## src/pkg/evsel_pkg.sv

```systemverilog
// Purpose: Constants for the hub event selection and counting block
// Assumes: 32-bit AXI4-Lite register bus, four counters
// Notes: Offsets are byte addresses
`default_nettype none
package evsel_pkg;
  localparam int NUM_CNT = 4;
  localparam int NARROW_CNT = 2;
  localparam int FILT_W = 15;
  localparam int PORT_BITS = 12;
  localparam int DBG_W = 32;
  localparam int INC_W = 11;
  localparam int CTL_EN_BIT = 22;
  // Event codes
  localparam logic [7:0] EV_CARD_DW = 8'h83;
  localparam logic [7:0] EV_ASK = 8'h86;
  localparam logic [7:0] EV_GRANT = 8'h87;
  localparam logic [7:0] EV_TC = 8'h40;
  localparam logic [7:0] EV_WC = 8'h41;
  localparam logic [7:0] EV_INV = 8'h43;
  localparam logic [7:0] EV_DBG_AND = 8'h02;
  // Subevent select masks and port filter prefix
  localparam logic [7:0] UM_MESSAGE = 8'h40;
  localparam logic [7:0] UM_CPL_DATA = 8'h80;
  localparam logic [7:0] UM_ATOMIC = 8'h10;
  localparam logic [7:0] UM_OWN = 8'h04;
  localparam logic [7:0] UM_WALKS_FULL = 8'h80;
  localparam logic [7:0] UM_NON_PCIE = 8'h01;
  localparam logic [7:0] POSTED_ONLY = 8'h34;
  localparam logic [2:0] FILT_PREFIX = 3'h7;
  // Register map
  localparam logic [7:0] OFF_CTL = 8'h00;
  localparam logic [7:0] OFF_FILT = 8'h04;
  localparam logic [7:0] OFF_CNT = 8'h08;
  localparam logic [7:0] CNT_STRIDE = 8'h10;
  localparam logic [7:0] OFF_MASK = 8'h40;
  localparam logic [7:0] OFF_MATCH = 8'h44;
  localparam logic [7:0] OFF_STATUS = 8'h48;
  // Reset values and response codes
  localparam logic [31:0] CTL_RST = 32'h0;
  localparam logic [14:0] FILT_RST = 15'h0;
  localparam logic [31:0] MASK_RST = 32'h0;
  localparam logic [31:0] MATCH_RST = 32'h0;
  localparam logic [1:0] RESP_OKAY = 2'h0;
  localparam logic [1:0] RESP_SLVERR = 2'h2;
endpackage
`default_nettype wire

```

## src/io_hub_event_selection.sv

```systemverilog
// Purpose: Event selection and counting for the hub performance monitor
// Assumes: Event inputs come from logic on clk, no synchronising needed
// Notes: Counters wrap; a software write to a counter beats its increment
//
// Summary of operation
// - Card dword event counts message traffic when subevent bit 6 set.
// - Card dword event counts completion data when subevent bit 7 set.
// - Card dword event counts DRAM atomics when subevent bit 4 set.
// - Port filter needs prefix 111, then one bit per port, port 0 lowest.
// - Event 0x86 counts pipeline entry asks, one per cycle, counters 0-3.
// - Event 0x87 counts pipeline entry grants, one per cycle, counters 0-3.
// - Arbitration subevent bits select the pipeline stage counted.
// - Ownership, line write and data subevents count posted requests only.
// - Event 0x40 counts first buffer lookups or all lookups.
// - Event 0x40 counts first-lookup hits on 4K, 2M, 1G pages.
// - Event 0x40 bit 5 counts translation buffer fills after misses.
// - Event 0x40 counts root context cache lookups and first-lookup hits.
// - Event 0x41 counts walk cache lookups and first-lookup hits per level.
// - Event 0x41 bit 4 counts walk cache fills on fill-valid.
// - Event 0x41 bit 5 counts IOMMU memory fetches after misses.
// - Event 0x41 bit 7 counts every cycle page walk tracker is full.
// - Event 0x43 counts global, domain and page buffer invalidations.
// - Event 0x43 counts global, domain, device context cache invalidations.
// - Event 0x43 counts interrupt cache lookups and first-lookup hits.
// - Event 0x02 counts all-bits debug match, counters 0-1 only.
// - Debug subevent bits pick bus match or combinations of both buses.
// - Event 0x83 adds requested dwords, up to 1024, counters 0-1 only.
//
// Added by the designer: the register addresses and register access over AXI4-Lite.
`timescale 1ns/1ps
`default_nettype none
module io_hub_event_selection #(
  parameter int CW = 32,
  parameter int AW = 8
) (
  input wire logic clk,
  input wire logic rst_n,
  input wire logic [AW-1:0] s_axi_awaddr,
  input wire logic s_axi_awvalid,
  output logic s_axi_awready,
  input wire logic [31:0] s_axi_wdata,
  input wire logic [3:0] s_axi_wstrb,
  input wire logic s_axi_wvalid,
  output logic s_axi_wready,
  output logic [1:0] s_axi_bresp,
  output logic s_axi_bvalid,
  input wire logic s_axi_bready,
  input wire logic [AW-1:0] s_axi_araddr,
  input wire logic s_axi_arvalid,
  output logic s_axi_arready,
  output logic [31:0] s_axi_rdata,
  output logic [1:0] s_axi_rresp,
  output logic s_axi_rvalid,
  input wire logic s_axi_rready,
  input wire logic cdr_valid,
  input wire logic [7:0] cdr_kind,
  input wire logic [3:0] cdr_port,
  input wire logic [10:0] cdr_dwords,
  input wire logic ask_valid,
  input wire logic [7:0] ask_stage,
  input wire logic ask_posted,
  input wire logic [3:0] ask_port,
  input wire logic grant_valid,
  input wire logic [7:0] grant_stage,
  input wire logic grant_posted,
  input wire logic [3:0] grant_port,
  input wire logic [7:0] tc_events,
  input wire logic [7:0] wc_events,
  input wire logic [7:0] inv_events,
  input wire logic [31:0] non_pcie_bus,
  input wire logic [31:0] pcie_bus
);
  localparam int NC = evsel_pkg::NUM_CNT;

  typedef struct packed {
    logic aw_got;
    logic [AW-1:0] aw_addr;
    logic w_got;
    logic [31:0] w_data;
    logic [3:0] w_strb;
    logic bvalid;
    logic [1:0] bresp;
    logic rvalid;
    logic [31:0] rdata;
    logic [1:0] rresp;
    logic [NC-1:0][31:0] ctl;
    logic [NC-1:0][14:0] filt;
    logic [NC-1:0][CW-1:0] cnt;
    logic [31:0] mask;
    logic [31:0] match;
  } state_t;

  state_t st_q;
  state_t st_d;
  logic [1:0] rst_sync_q;
  logic rst_core_n;
  logic aw_take;
  logic w_take;
  logic wr_fire;
  logic [AW-1:0] wr_a;
  logic [31:0] wr_data;
  logic [3:0] wr_strb;
  logic non_pcie_match;
  logic pcie_match;
  logic [7:0] cdr_hit;
  logic [7:0] ask_hit;
  logic [7:0] grant_hit;
  logic [7:0] dbg_cond;
  logic [NC-1:0][10:0] inc;
  logic [NC-1:0] misplaced;

  // Release reset through two flops so all state leaves reset together
  always_ff @(posedge clk or negedge rst_n) begin
    if (!rst_n) begin
      rst_sync_q <= 2'h0;
    end else begin
      rst_sync_q <= {rst_sync_q[0], 1'b1};
    end
  end
  assign rst_core_n = rst_sync_q[1];

  function automatic logic port_ok(input logic [14:0] f, input logic [3:0] p);
    logic ok;
    ok = (f[14:12] == evsel_pkg::FILT_PREFIX);
    if (int'(p) >= evsel_pkg::PORT_BITS) begin
      ok = 1'b0;
    end
    return ok && f[p];
  endfunction

  function automatic logic [31:0] merge(input logic [31:0] o, input logic [31:0] n,
                                        input logic [3:0] s);
    logic [31:0] r;
    r = o;
    for (int b = 0; b < 4; b++) begin
      if (s[b]) begin
        r[8*b +: 8] = n[8*b +: 8];
      end
    end
    return r;
  endfunction

  assign s_axi_awready = !st_q.aw_got && !st_q.bvalid;
  assign s_axi_wready = !st_q.w_got && !st_q.bvalid;
  assign s_axi_arready = !st_q.rvalid;
  assign s_axi_bvalid = st_q.bvalid;
  assign s_axi_bresp = st_q.bresp;
  assign s_axi_rvalid = st_q.rvalid;
  assign s_axi_rdata = st_q.rdata;
  assign s_axi_rresp = st_q.rresp;

  assign aw_take = s_axi_awvalid && s_axi_awready;
  assign w_take = s_axi_wvalid && s_axi_wready;
  assign wr_fire = (st_q.aw_got || aw_take) && (st_q.w_got || w_take);
  assign wr_a = st_q.aw_got ? st_q.aw_addr : s_axi_awaddr;
  assign wr_data = st_q.w_got ? st_q.w_data : s_axi_wdata;
  assign wr_strb = st_q.w_got ? st_q.w_strb : s_axi_wstrb;

  // All-match compare: every masked bit must equal its match bit
  assign non_pcie_match = ((non_pcie_bus ^ st_q.match) & st_q.mask) == 32'h0;
  assign pcie_match = ((pcie_bus ^ st_q.match) & st_q.mask) == 32'h0;

  always_comb begin
    cdr_hit = cdr_valid ? cdr_kind : 8'h0;
    // Non-posted traffic never reaches the posted-only stages
    ask_hit = ask_valid ? (ask_stage & ~(evsel_pkg::POSTED_ONLY & {8{~ask_posted}})) : 8'h0;
    grant_hit = grant_valid ?
                (grant_stage & ~(evsel_pkg::POSTED_ONLY & {8{~grant_posted}})) : 8'h0;
    dbg_cond = {2'h0, !non_pcie_match && !pcie_match, !non_pcie_match && pcie_match,
                non_pcie_match && pcie_match, non_pcie_match && !pcie_match,
                pcie_match, non_pcie_match};
  end

  always_comb begin
    logic [7:0] ev;
    logic [7:0] um;
    logic narrow;
    ev = 8'h0;
    um = 8'h0;
    narrow = 1'b0;
    for (int i = 0; i < NC; i++) begin
      ev = st_q.ctl[i][7:0];
      um = st_q.ctl[i][15:8];
      narrow = i < evsel_pkg::NARROW_CNT;
      misplaced[i] = !narrow && (ev == evsel_pkg::EV_CARD_DW || ev == evsel_pkg::EV_DBG_AND);
      inc[i] = 11'h0;
      case (ev)
        evsel_pkg::EV_CARD_DW: begin
          // Whole dword count in one cycle, hence the wide increment
          if (narrow && |(um & cdr_hit) && port_ok(st_q.filt[i], cdr_port)) begin
            inc[i] = cdr_dwords;
          end
        end
        evsel_pkg::EV_ASK: begin
          inc[i] = {10'h0, |(um & ask_hit) && port_ok(st_q.filt[i], ask_port)};
        end
        evsel_pkg::EV_GRANT: begin
          inc[i] = {10'h0, |(um & grant_hit) && port_ok(st_q.filt[i], grant_port)};
        end
        evsel_pkg::EV_TC: begin
          inc[i] = {10'h0, |(um & tc_events)};
        end
        evsel_pkg::EV_WC: begin
          inc[i] = {10'h0, |(um & wc_events)};
        end
        evsel_pkg::EV_INV: begin
          inc[i] = {10'h0, |(um & inv_events)};
        end
        evsel_pkg::EV_DBG_AND: begin
          inc[i] = {10'h0, narrow && |(um & dbg_cond)};
        end
        default: begin
          inc[i] = 11'h0;
        end
      endcase
      if (!st_q.ctl[i][evsel_pkg::CTL_EN_BIT]) begin
        inc[i] = 11'h0;
      end
    end
  end

  always_comb begin
    logic [7:0] ra;
    logic [7:0] wa;
    logic hit;
    st_d = st_q;
    ra = 8'(s_axi_araddr);
    wa = 8'(wr_a);
    hit = 1'b0;
    for (int i = 0; i < NC; i++) begin
      st_d.cnt[i] = st_q.cnt[i] + CW'(inc[i]);
    end
    if (aw_take) begin
      st_d.aw_got = 1'b1;
      st_d.aw_addr = s_axi_awaddr;
    end
    if (w_take) begin
      st_d.w_got = 1'b1;
      st_d.w_data = s_axi_wdata;
      st_d.w_strb = s_axi_wstrb;
    end
    if (st_q.bvalid && s_axi_bready) begin
      st_d.bvalid = 1'b0;
    end
    if (wr_fire) begin
      st_d.aw_got = 1'b0;
      st_d.w_got = 1'b0;
      st_d.bvalid = 1'b1;
      for (int i = 0; i < NC; i++) begin
        if (wa == evsel_pkg::OFF_CTL + 8'(i) * evsel_pkg::CNT_STRIDE) begin
          st_d.ctl[i] = merge(st_q.ctl[i], wr_data, wr_strb);
          hit = 1'b1;
        end
        if (wa == evsel_pkg::OFF_FILT + 8'(i) * evsel_pkg::CNT_STRIDE) begin
          st_d.filt[i] = 15'(merge({17'h0, st_q.filt[i]}, wr_data, wr_strb));
          hit = 1'b1;
        end
        if (wa == evsel_pkg::OFF_CNT + 8'(i) * evsel_pkg::CNT_STRIDE) begin
          st_d.cnt[i] = CW'(merge(32'(st_q.cnt[i]), wr_data, wr_strb));
          hit = 1'b1;
        end
      end
      if (wa == evsel_pkg::OFF_MASK) begin
        st_d.mask = merge(st_q.mask, wr_data, wr_strb);
        hit = 1'b1;
      end
      if (wa == evsel_pkg::OFF_MATCH) begin
        st_d.match = merge(st_q.match, wr_data, wr_strb);
        hit = 1'b1;
      end
      // Status is read-only; writing it is an error like an unmapped word
      st_d.bresp = hit ? evsel_pkg::RESP_OKAY : evsel_pkg::RESP_SLVERR;
    end
    if (st_q.rvalid && s_axi_rready) begin
      st_d.rvalid = 1'b0;
    end
    if (s_axi_arvalid && s_axi_arready) begin
      st_d.rvalid = 1'b1;
      st_d.rdata = 32'h0;
      st_d.rresp = evsel_pkg::RESP_SLVERR;
      for (int i = 0; i < NC; i++) begin
        if (ra == evsel_pkg::OFF_CTL + 8'(i) * evsel_pkg::CNT_STRIDE) begin
          st_d.rdata = st_q.ctl[i];
          st_d.rresp = evsel_pkg::RESP_OKAY;
        end
        if (ra == evsel_pkg::OFF_FILT + 8'(i) * evsel_pkg::CNT_STRIDE) begin
          st_d.rdata = {17'h0, st_q.filt[i]};
          st_d.rresp = evsel_pkg::RESP_OKAY;
        end
        if (ra == evsel_pkg::OFF_CNT + 8'(i) * evsel_pkg::CNT_STRIDE) begin
          st_d.rdata = 32'(st_q.cnt[i]);
          st_d.rresp = evsel_pkg::RESP_OKAY;
        end
      end
      if (ra == evsel_pkg::OFF_MASK) begin
        st_d.rdata = st_q.mask;
        st_d.rresp = evsel_pkg::RESP_OKAY;
      end
      if (ra == evsel_pkg::OFF_MATCH) begin
        st_d.rdata = st_q.match;
        st_d.rresp = evsel_pkg::RESP_OKAY;
      end
      if (ra == evsel_pkg::OFF_STATUS) begin
        st_d.rdata = {26'h0, pcie_match, non_pcie_match, misplaced};
        st_d.rresp = evsel_pkg::RESP_OKAY;
      end
    end
  end

  always_ff @(posedge clk or negedge rst_core_n) begin
    if (!rst_core_n) begin
      st_q.aw_got <= 1'b0;
      st_q.aw_addr <= '0;
      st_q.w_got <= 1'b0;
      st_q.w_data <= 32'h0;
      st_q.w_strb <= 4'h0;
      st_q.bvalid <= 1'b0;
      st_q.bresp <= evsel_pkg::RESP_OKAY;
      st_q.rvalid <= 1'b0;
      st_q.rdata <= 32'h0;
      st_q.rresp <= evsel_pkg::RESP_OKAY;
      st_q.ctl <= {NC{evsel_pkg::CTL_RST}};
      st_q.filt <= {NC{evsel_pkg::FILT_RST}};
      st_q.cnt <= '0;
      st_q.mask <= evsel_pkg::MASK_RST;
      st_q.match <= evsel_pkg::MATCH_RST;
    end else begin
      st_q <= st_d;
    end
  end

  // Checks on counter 0 (and 2 for placement)
  logic c0_on;
  logic c0_quiet;
  logic c2_quiet;
  logic [7:0] c0_um;
  logic [7:0] c0_ev;
  logic c0_cdr_port;
  assign c0_ev = st_q.ctl[0][7:0];
  assign c0_um = st_q.ctl[0][15:8];
  assign c0_on = st_q.ctl[0][evsel_pkg::CTL_EN_BIT];
  assign c0_quiet = !(wr_fire && 8'(wr_a) == evsel_pkg::OFF_CNT);
  assign c2_quiet = !(wr_fire && 8'(wr_a) == evsel_pkg::OFF_CNT + 8'h20);
  assign c0_cdr_port = port_ok(st_q.filt[0], cdr_port);
endmodule
`default_nettype wire

```

## config.mk

```make
export PLATFORM = sky130hd
export DESIGN_NAME = io_hub_event_selection
export DESIGN_NICKNAME = d
export VERILOG_FILES = /design/src/pkg/evsel_pkg.sv /design/src/io_hub_event_selection.sv
export SDC_FILE = /design/constraint.sdc
export NUM_CORES = 1
export LEC_CHECK = 0
export BUFFER_PORTS_ARGS = -buffer_cell sky130_fd_sc_hd__buf_2
export CAP_MARGIN = 5
export CORE_ASPECT_RATIO = 1.5
export CORE_MARGIN = 1
export CORE_UTILIZATION = 45
export CTS_BUF_LIST = sky130_fd_sc_hd__clkbuf_4 sky130_fd_sc_hd__clkbuf_8
export DETAILED_ROUTE_END_ITERATION = 10
export PLACE_DENSITY_LB_ADDON = 0.08
export SLEW_MARGIN = 10
export SYNTH_ARGS = -nofsm -noshare
export SYNTH_HDL_FRONTEND = slang
export SYNTH_SLANG_ARGS = --single-unit
```

## constraint.sdc

```tcl
create_clock -name clk -period 15 [get_ports clk]
set_clock_uncertainty 0.2 [all_clocks]
set_input_delay 0 -clock clk [delete_from_list [all_inputs] [get_ports clk]]
set_output_delay 0 -clock clk [all_outputs]
set_load 0.01 [all_outputs]
```

==> impl_metrics.py, run 1 <==
metrics = {
    "floorplan": {
        "rows": 109,
        "coreArea_um2": 58780,
        "initial_core_util_pct": 45.45,
        "chipWidth_um": 201.0,
        "die_h_um": 300.4,
        "io_pins": 240,
        "dieArea_um2": 60370,
    },
    "drt": {
        "drt_iter0_markers": 2943,
        "drc": 0,
        "vias": 26890,
        "via_per_inst": 6.624,
        "wire_per_inst_um": 29.87,
        "first_pass_iters": 7,
        "drt_wl_total_mm": 121.3,
        "postRouteAntennaNets": 0,
    },
    "synthesis": {
        "synth.distinct_cells": 90,
        "async_flop_share_pct": 100.0,
        "synth.area.top_cells": "dfrtp_1, a21oi_1, nor2_1",
        "synth_area_um2": 26720,
        "yosys_warnings": 0,
        "synthFlopType": "dfrtp_1",
        "syn_avg_cell_area_um2": 9.222,
        "yosysMostFrequentCell": "dfrtp_1",
        "synthTopCellsByCount": "dfrtp_1, nor2_1, a21oi_1, nand2_1, clkbuf_1",
        "synth-seq-cells": 464,
        "ys_seq_area_share_pct": 43.46,
        "syn_inst": 2897,
        "synth.largest_area_cell": "dfrtp_1",
        "synth_edf_count": 0,
        "synth_top_area_share_pct": 43.46,
    },
    "cts": {
        "cts_tree": "yes",
        "holdBufCountCts": 175,
        "cts_made_buffers": 79,
        "numClockSinks": 464,
        "clkLatencyLatePin_ns": 0.72,
        "cts_max_path_buffers": 3,
        "h-tree-depth": 3,
        "post_cts_buffers": 0,
        "cts_resized": 0,
        "cts_root_buf": "clkbuf_8",
        "clk_pin_slew_worst_paths_ns": 0.06,
    },
    "outcome": {
        "outcome": "complete, no violations",
    },
    "place": {
        "pre_cts_slack_ns": 8.873,
        "portBuffers": 237,
        "place.gp.congestion": 1.049,
        "place_hpwl_mm": 86.65,
    },
    "power": {
        "cellPowerDensity_nw_per_um2": 138.1,
        "leakage_nw": 14.15,
        "vdd_ir_drop_max_mv": 0.1074,
    },
    "timing": {
        "min_period_over_period_pct": 48.28,
        "drv_slew": 0,
        "tightest_slew_ns": 1.312,
        "relSlewSlack_pct": 12.22,
        "setup_tns_ns": 0,
        "setup_viol": 0,
        "max_freq_ghz": 0.1381,
        "setup_ws_ns": 7.758,
        "hold_violations": 0,
        "min_period_ns": 7.242,
        "rsz0062_at_grt": "no",
    },
    "critical_path": {
        "crit_type": "flip-flop to flip-flop",
        "slowest_stage": "nor4_4",
        "startpoint": "st_q[11]",
        "crit_top_cell": "a311oi_1",
        "rr_worst_depth": 21,
        "endpoint_kind": "flip-flop",
        "rr_startpoint": "st_q[11]",
        "max_stage_delay_ns": 0.75,
        "r2r_setup_slack_ns": 7.76,
        "arrival_ns": 7.62,
        "crit_chain": "xor2_1 > a22oi_1 > dlygate4sd3_1 > nand4_1 > dlygate4sd3_1 > nor4_4 > mux2_2 > o21ai_0 > a311o_1 > a311oi_1 > ha_1 > inv_1 > fa_1 > nor2b_1 > o21ai_0 > a21boi_0 > o221ai_1 > a31oi_1 > a21o_1 > a311oi_1 > a311oi_1",
        "r2r-end": "st_q[116]",
        "critPathMaxFanout": 11,
        "required_ns": 15.37,
        "start_kind": "flip-flop",
    },
    "final_layout": {
        "area_delta_synth_final_pct": 19.64,
        "drive_gt1_share_pct": 17.92,
        "nets": 3452,
        "fill_cells": 5460,
    },
    "global_routing": {
        "grtUsageTotal_pct": 39.89,
        "antenna_found_initial": 2,
        "grt.overflow.total": 0,
        "first_global_vias": 26270,
        "grt_pass1_wl_mm": 176.9,
        "grt_max_degree": 165,
    },
    "worst_hold_path": {
        "hold_path.class": "primary input to flip-flop",
        "min_path_cells": 4,
        "hp-start": "s_axi_awvalid",
        "holdPathEnd": "st_q[454]",
    },
    "run": {
        "maxCapViolCount": 0,
    },
}
-- final cells by class --
class | instances | area (um^2) | share of cell area, %
Timing Repair Buffer | 475 | 3423 | 10.71
Clock inverter | 12 | 135.1 | 0.4228
Multi-Input combinational cell | 2164 | 14120 | 44.18
Antenna cell | 1 | 2.502 | 0.007829
Inverter | 41 | 153.9 | 0.4815
Sequential cell | 464 | 11620 | 36.34
Clock buffer | 125 | 1539 | 4.815
Tap cell | 777 | 972.2 | 3.041
-- flip-flops by register name, summed over array words and instances, names as in the netlist, 2 cells and up --
name,count
st_q,409
s_axi_rdata,32
c0_ev,8
c0_um,8
rst_sync_q,2
-- worst max path at each step --
stage                     slack [ns]   endpoint  depth (start not counted)
after CTS                       8.00  st_q[116]                         21
after global routing            7.39  st_q[118]                         21
final                           7.76  st_q[116]                         21
after detailed placement        8.87  st_q[116]                         19
after floorplan                 0.91   c0_ev[0]                          0
after global placement          9.08  st_q[114]                         19
-- logic make-up after synthesis --
kind of cell	count (synthesis)	synth area share (%)
xor gates and xnor gates	80	2.623
buffers and inverters	270	4.510
other	2	0.02811
adders and majority gates	28	1.367
DFF	464	43.46
muxes	135	6.697
AOI/OAI and AO/OA	1013	25.73
and+or+nand+nor	905	15.58
-- power breakdown --
group / switching, mW / internal [mW]
Combinational: 0.764 / 0.545
Clock: 0.573 / 0.686
Sequential: 0.358 / 1.49
-- through the flow --
stage	area (um^2)	util, %	instances	hold slack, ns	power [mW]
finish	31960	54.38	4059	0.07961	4.413
global route	31960	54.38	4059	0.1178	4.569
CTS	31950	54.36	4058	0.004573	4.370
detailed placement	28530	48.53	3746	-0.4121	2.975
global placement	28520	48.52	3746	-0.4146	2.945
floorplan	26720	-	2898	-0.4956	2.378
-- per-layer routing --
| layer | part of all wire [%] | vias up | track usage [%] |
|---|---|---|---|
| met4 | 8.8 | 0 | 30.59 |
| met2 | 49 | 1504 | 67.43 |
| met1 | 36 | 13250 | 45.12 |
| met5 | 0 | - | 0 |
| li1 | - | 11610 | - |
| met3 | 6.9 | 523 | 6.656 |
-- placed cells by master, fill, tap and decap left out, types with 30 or more instances in the layout --
cell	n
clkbuf_8	96
nand2_1	179
inv_1	41
a311oi_1	33
a221oi_1	79
dlygate4sd3_1	175
a222oi_1	32
o21ai_0	100
mux4_2	30
mux2i_1	40
nor3_1	38
a21oi_1	345
mux2_2	50
o211ai_1	38
xor2_1	70
buf_2	237
nand3_1	37
a211oi_1	36
a22oi_1	131
and3_1	78
nand4_1	40
buf_4	62
o22ai_1	42
dfrtp_1	462
nor2_1	420
-- worst max-delay path: cells and delay by family, from the launching register on --
| family | cells | cell delay [ns] |
|---|---|---|
| flip-flops | 1 | 0.43 |
| adder cells (fa/ha/maj) | 2 | 0.70 |
| AND/OR/NAND/NOR | 3 | 0.94 |
| AO/OA/AOI/OAI | 11 | 3.12 |
| multiplexers | 1 | 0.30 |
| XOR/XNOR | 1 | 0.18 |
| buffers and inverters | 3 | 1.23 |
No activity file was read; power rests on OpenSTA's default activity.
==> inputs of run 2 (changes only) <==
ABC_AREA = 1   (was default)
clock period = 6.24 ns   (was 15 ns; I/O delays follow)
==> run 2 against run 1 <==
  * Sequential power grew 110%
  * Sequential cell count is the same
  * Worst hold slack gained 0.033 ns
  * Largest power group unchanged
  * Sequential share of layout area shrank 2.8 points
  * Worst setup slack lost 7.3 ns
  * Final cell count grew 36%
  * Critical path type unchanged
  * Combinational power grew 130%
==> impl_metrics.py, run 2 <==
metrics = {
    "synthesis": {
        "synth_top_area_share_pct": 39.36,
        "yosys_warnings": 0,
        "synth_area_um2": 29500,
        "synthTopCellsByCount": "nand2_1, o21ai_0, inv_1, dfrtp_1, nor2_1",
        "async_flop_share_pct": 100.0,
        "syn_avg_cell_area_um2": 6.916,
        "syn_inst": 4266,
        "synth_edf_count": 0,
        "ys_seq_area_share_pct": 39.36,
        "synth-seq-cells": 464,
        "synth.largest_area_cell": "dfrtp_1",
        "synth.distinct_cells": 59,
        "yosysMostFrequentCell": "nand2_1",
        "synthFlopType": "dfrtp_1",
        "synth.area.top_cells": "dfrtp_1, nand2_1, o21ai_0",
    },
    "worst_hold_path": {
        "min_path_cells": 12,
        "hold_path.class": "primary input to flip-flop",
        "holdPathEnd": "s_axi_rdata[13]",
        "hp-start": "s_axi_araddr[6]",
    },
    "critical_path": {
        "start_kind": "flip-flop",
        "crit_type": "flip-flop to flip-flop",
        "max_stage_delay_ns": 0.57,
        "endpoint_kind": "flip-flop",
        "rr_startpoint": "st_q[8]",
        "cp_top_family": "simple AND/OR/NAND/NOR gates",
        "crit_top_cell": "nand3_1",
        "startpoint": "st_q[8]",
        "rr_worst_depth": 29,
        "arrival_ns": 6.14,
        "critPathMaxFanout": 6,
        "slowest_stage": "dlygate4sd3_1",
        "required_ns": 6.61,
        "r2r-end": "st_q[90]",
        "r2r_setup_slack_ns": 0.48,
        "cp_num_cells": 29,
        "cp_num_buf_inv": 5,
    },
    "final_layout": {
        "layout_commonest_cell": "nand2_1",
        "area_delta_synth_final_pct": 17.35,
        "area.sequential_um2": 11620,
        "final_cell_mix": "nand2_1, o21ai_0, inv_1, dfrtp_1, nor2_1",
        "largest_register_ffs": 409,
        "nets": 4833,
        "final_area_um2": 34620,
        "largest-register": "st_q",
        "stdcell_count": 5536,
        "multi_input_area_um2": 15080,
        "fill_cells": 6514,
        "drive_gt1_share_pct": 11.06,
    },
    "place": {
        "placedCellCount": 5219,
        "portBuffers": 237,
        "pre_cts_slack_ns": 1.002,
        "placed_area_um2": 31190,
        "place.gp.congestion": 1.056,
        "place_hpwl_mm": 95.70,
    },
    "global_routing": {
        "grtUsageMet1_pct": 42.29,
        "first_global_vias": 30420,
        "grt_max_degree": 141,
        "grtUsageMet3_pct": 6.297,
        "grtUsageMet2_pct": 66.66,
        "grtUsageTotal_pct": 38.95,
        "busiest_layer": "met2",
        "grt.overflow.total": 0,
        "antenna_found_initial": 2,
        "grt_pass1_wl_mm": 190.8,
    },
    "floorplan": {
        "chipWidth_um": 211.1,
        "initial_core_util_pct": 45.66,
        "coreArea_um2": 64610,
        "io_pins": 240,
        "rows": 114,
        "dieArea_um2": 66610,
        "die_h_um": 315.6,
    },
    "outcome": {
        "outcome": "complete, no violations",
    },
    "timing": {
        "tightest_slew_ns": 1.165,
        "min_period_over_period_pct": 92.36,
        "min_period_ns": 5.763,
        "max_freq_ghz": 0.1735,
        "setup_ws_ns": 0.4767,
        "setup_viol": 0,
        "drv_slew": 0,
        "hold_violations": 0,
        "relSlewSlack_pct": 22.03,
        "setup_tns_ns": 0,
        "rsz0062_at_grt": "no",
    },
    "cts": {
        "cts_tree": "yes",
        "h-tree-depth": 3,
        "numClockSinks": 464,
        "clk_pin_slew_worst_paths_ns": 0.06,
        "cts_root_buf": "clkbuf_8",
        "clkLatencyLatePin_ns": 0.72,
        "post_cts_buffers": 0,
        "cts_made_buffers": 82,
        "cts_max_path_buffers": 3,
    },
    "drt": {
        "drt_iter0_markers": 2906,
        "vias": 31290,
        "postRouteAntennaNets": 0,
        "wire_per_inst_um": 23.40,
        "drc": 0,
        "via_per_inst": 5.652,
        "drt_wl_total_mm": 129.6,
        "first_pass_iters": 6,
    },
    "power": {
        "cellPowerDensity_nw_per_um2": 284.4,
        "vdd_ir_drop_max_mv": 0.2567,
        "leakage_nw": 16.40,
        "report.power.total_mw": 9.845,
    },
    "run": {
        "maxCapViolCount": 0,
    },
}
[run 2: changes by cell type after synthesis, moves of 35 or more]
cell | before | now
a211oi_1 | 36 | 1
a21oi_1 | 345 | 206
a221oi_1 | 79 | 17
a22oi_1 | 131 | 0
and3_1 | 78 | 0
clkbuf_1 | 141 | 106
inv_1 | 41 | 488
mux2i_1 | 55 | 13
nand2_1 | 180 | 1208
nand3_1 | 37 | 237
nand4_1 | 40 | 79
nor2_1 | 428 | 288
nor3_1 | 38 | 79
o21ai_0 | 100 | 597
[run 2: cell type report]
| cell class | count | area share, % |
|---|---|---|
| clock inverter | 17 | 0.3686 |
| timing repair buffer | 450 | 9.403 |
| clock buffer | 125 | 4.517 |
| tap | 870 | 3.144 |
| sequential | 464 | 33.55 |
| antenna | 2 | 0.01446 |
| inverter | 501 | 5.432 |
| multi-input combinational | 3107 | 43.57 |
[run 2: how the worst max path moves through the flow]
stage	endpoint	slack, ns
2_1_floorplan	c0_ev[0]	1.51
3_3_place_gp	st_q[126]	1.05
3_5_place_dp	st_q[126]	1.00
4_1_cts	st_q[126]	0.45
5_1_grt	st_q[92]	0.02
6_report	st_q[90]	0.48
[run 2: power by group]
part	total, mW	switching [mW]	internal (mW)	leakage (nW)
Combinational	2.97	2.03	0.941	9.40
Clock	3.04	1.41	1.64	0.909
Sequential	3.83	0.415	3.42	6.09
Total	9.85	3.85	6.00	16.4
[run 2: kinds of logic after synthesis]
| logic type | synth area share, % |
|---|---|
| AO/OA/AOI/OAI | 18.55 |
| AND/OR/NAND/NOR | 28.27 |
| adder cells (fa/ha/maj) | 1.238 |
| flip-flops | 39.36 |
| multiplexers | 1.090 |
| XOR/XNOR | 1.870 |
| other | 0.02545 |
| buffers and inverters | 9.597 |
[run 2: layer usage]
layer  vias up  wire [um]
met5         -          0
met4         0      12290
met3       533       7834
met2      1355      62880
met1     14630      46560
li1      14770          -
[run 2: timing repair]
item                                   CTS  global route
endpoints found under the hold margin  357             0
gates resized for setup                  0             1
setup endpoints to repair                0             2
hold buffers                           173             0
[run 2: worst min-delay path, stage by stage]
cell,delay (ns)
buf_2,0.10
inv_1,0.05
nand2_1,0.06
nor3_1,0.08
inv_1,0.11
nor2_1,0.05
buf_4,0.20
nand2_1,0.08
nand2_1,0.09
nand2_1,0.08
nand2_1,0.05
nand2_1,0.05
[run 2: through the flow]
step / hold WS [ns] / util [%]
final: 0.1123 / 53.58
after global routing: 0.1367 / 53.58
after CTS: 0.01794 / 53.57
after detailed placement: -0.4113 / 48.27
after global placement: -0.4134 / 48.27
after floorplan: -0.4956 / -
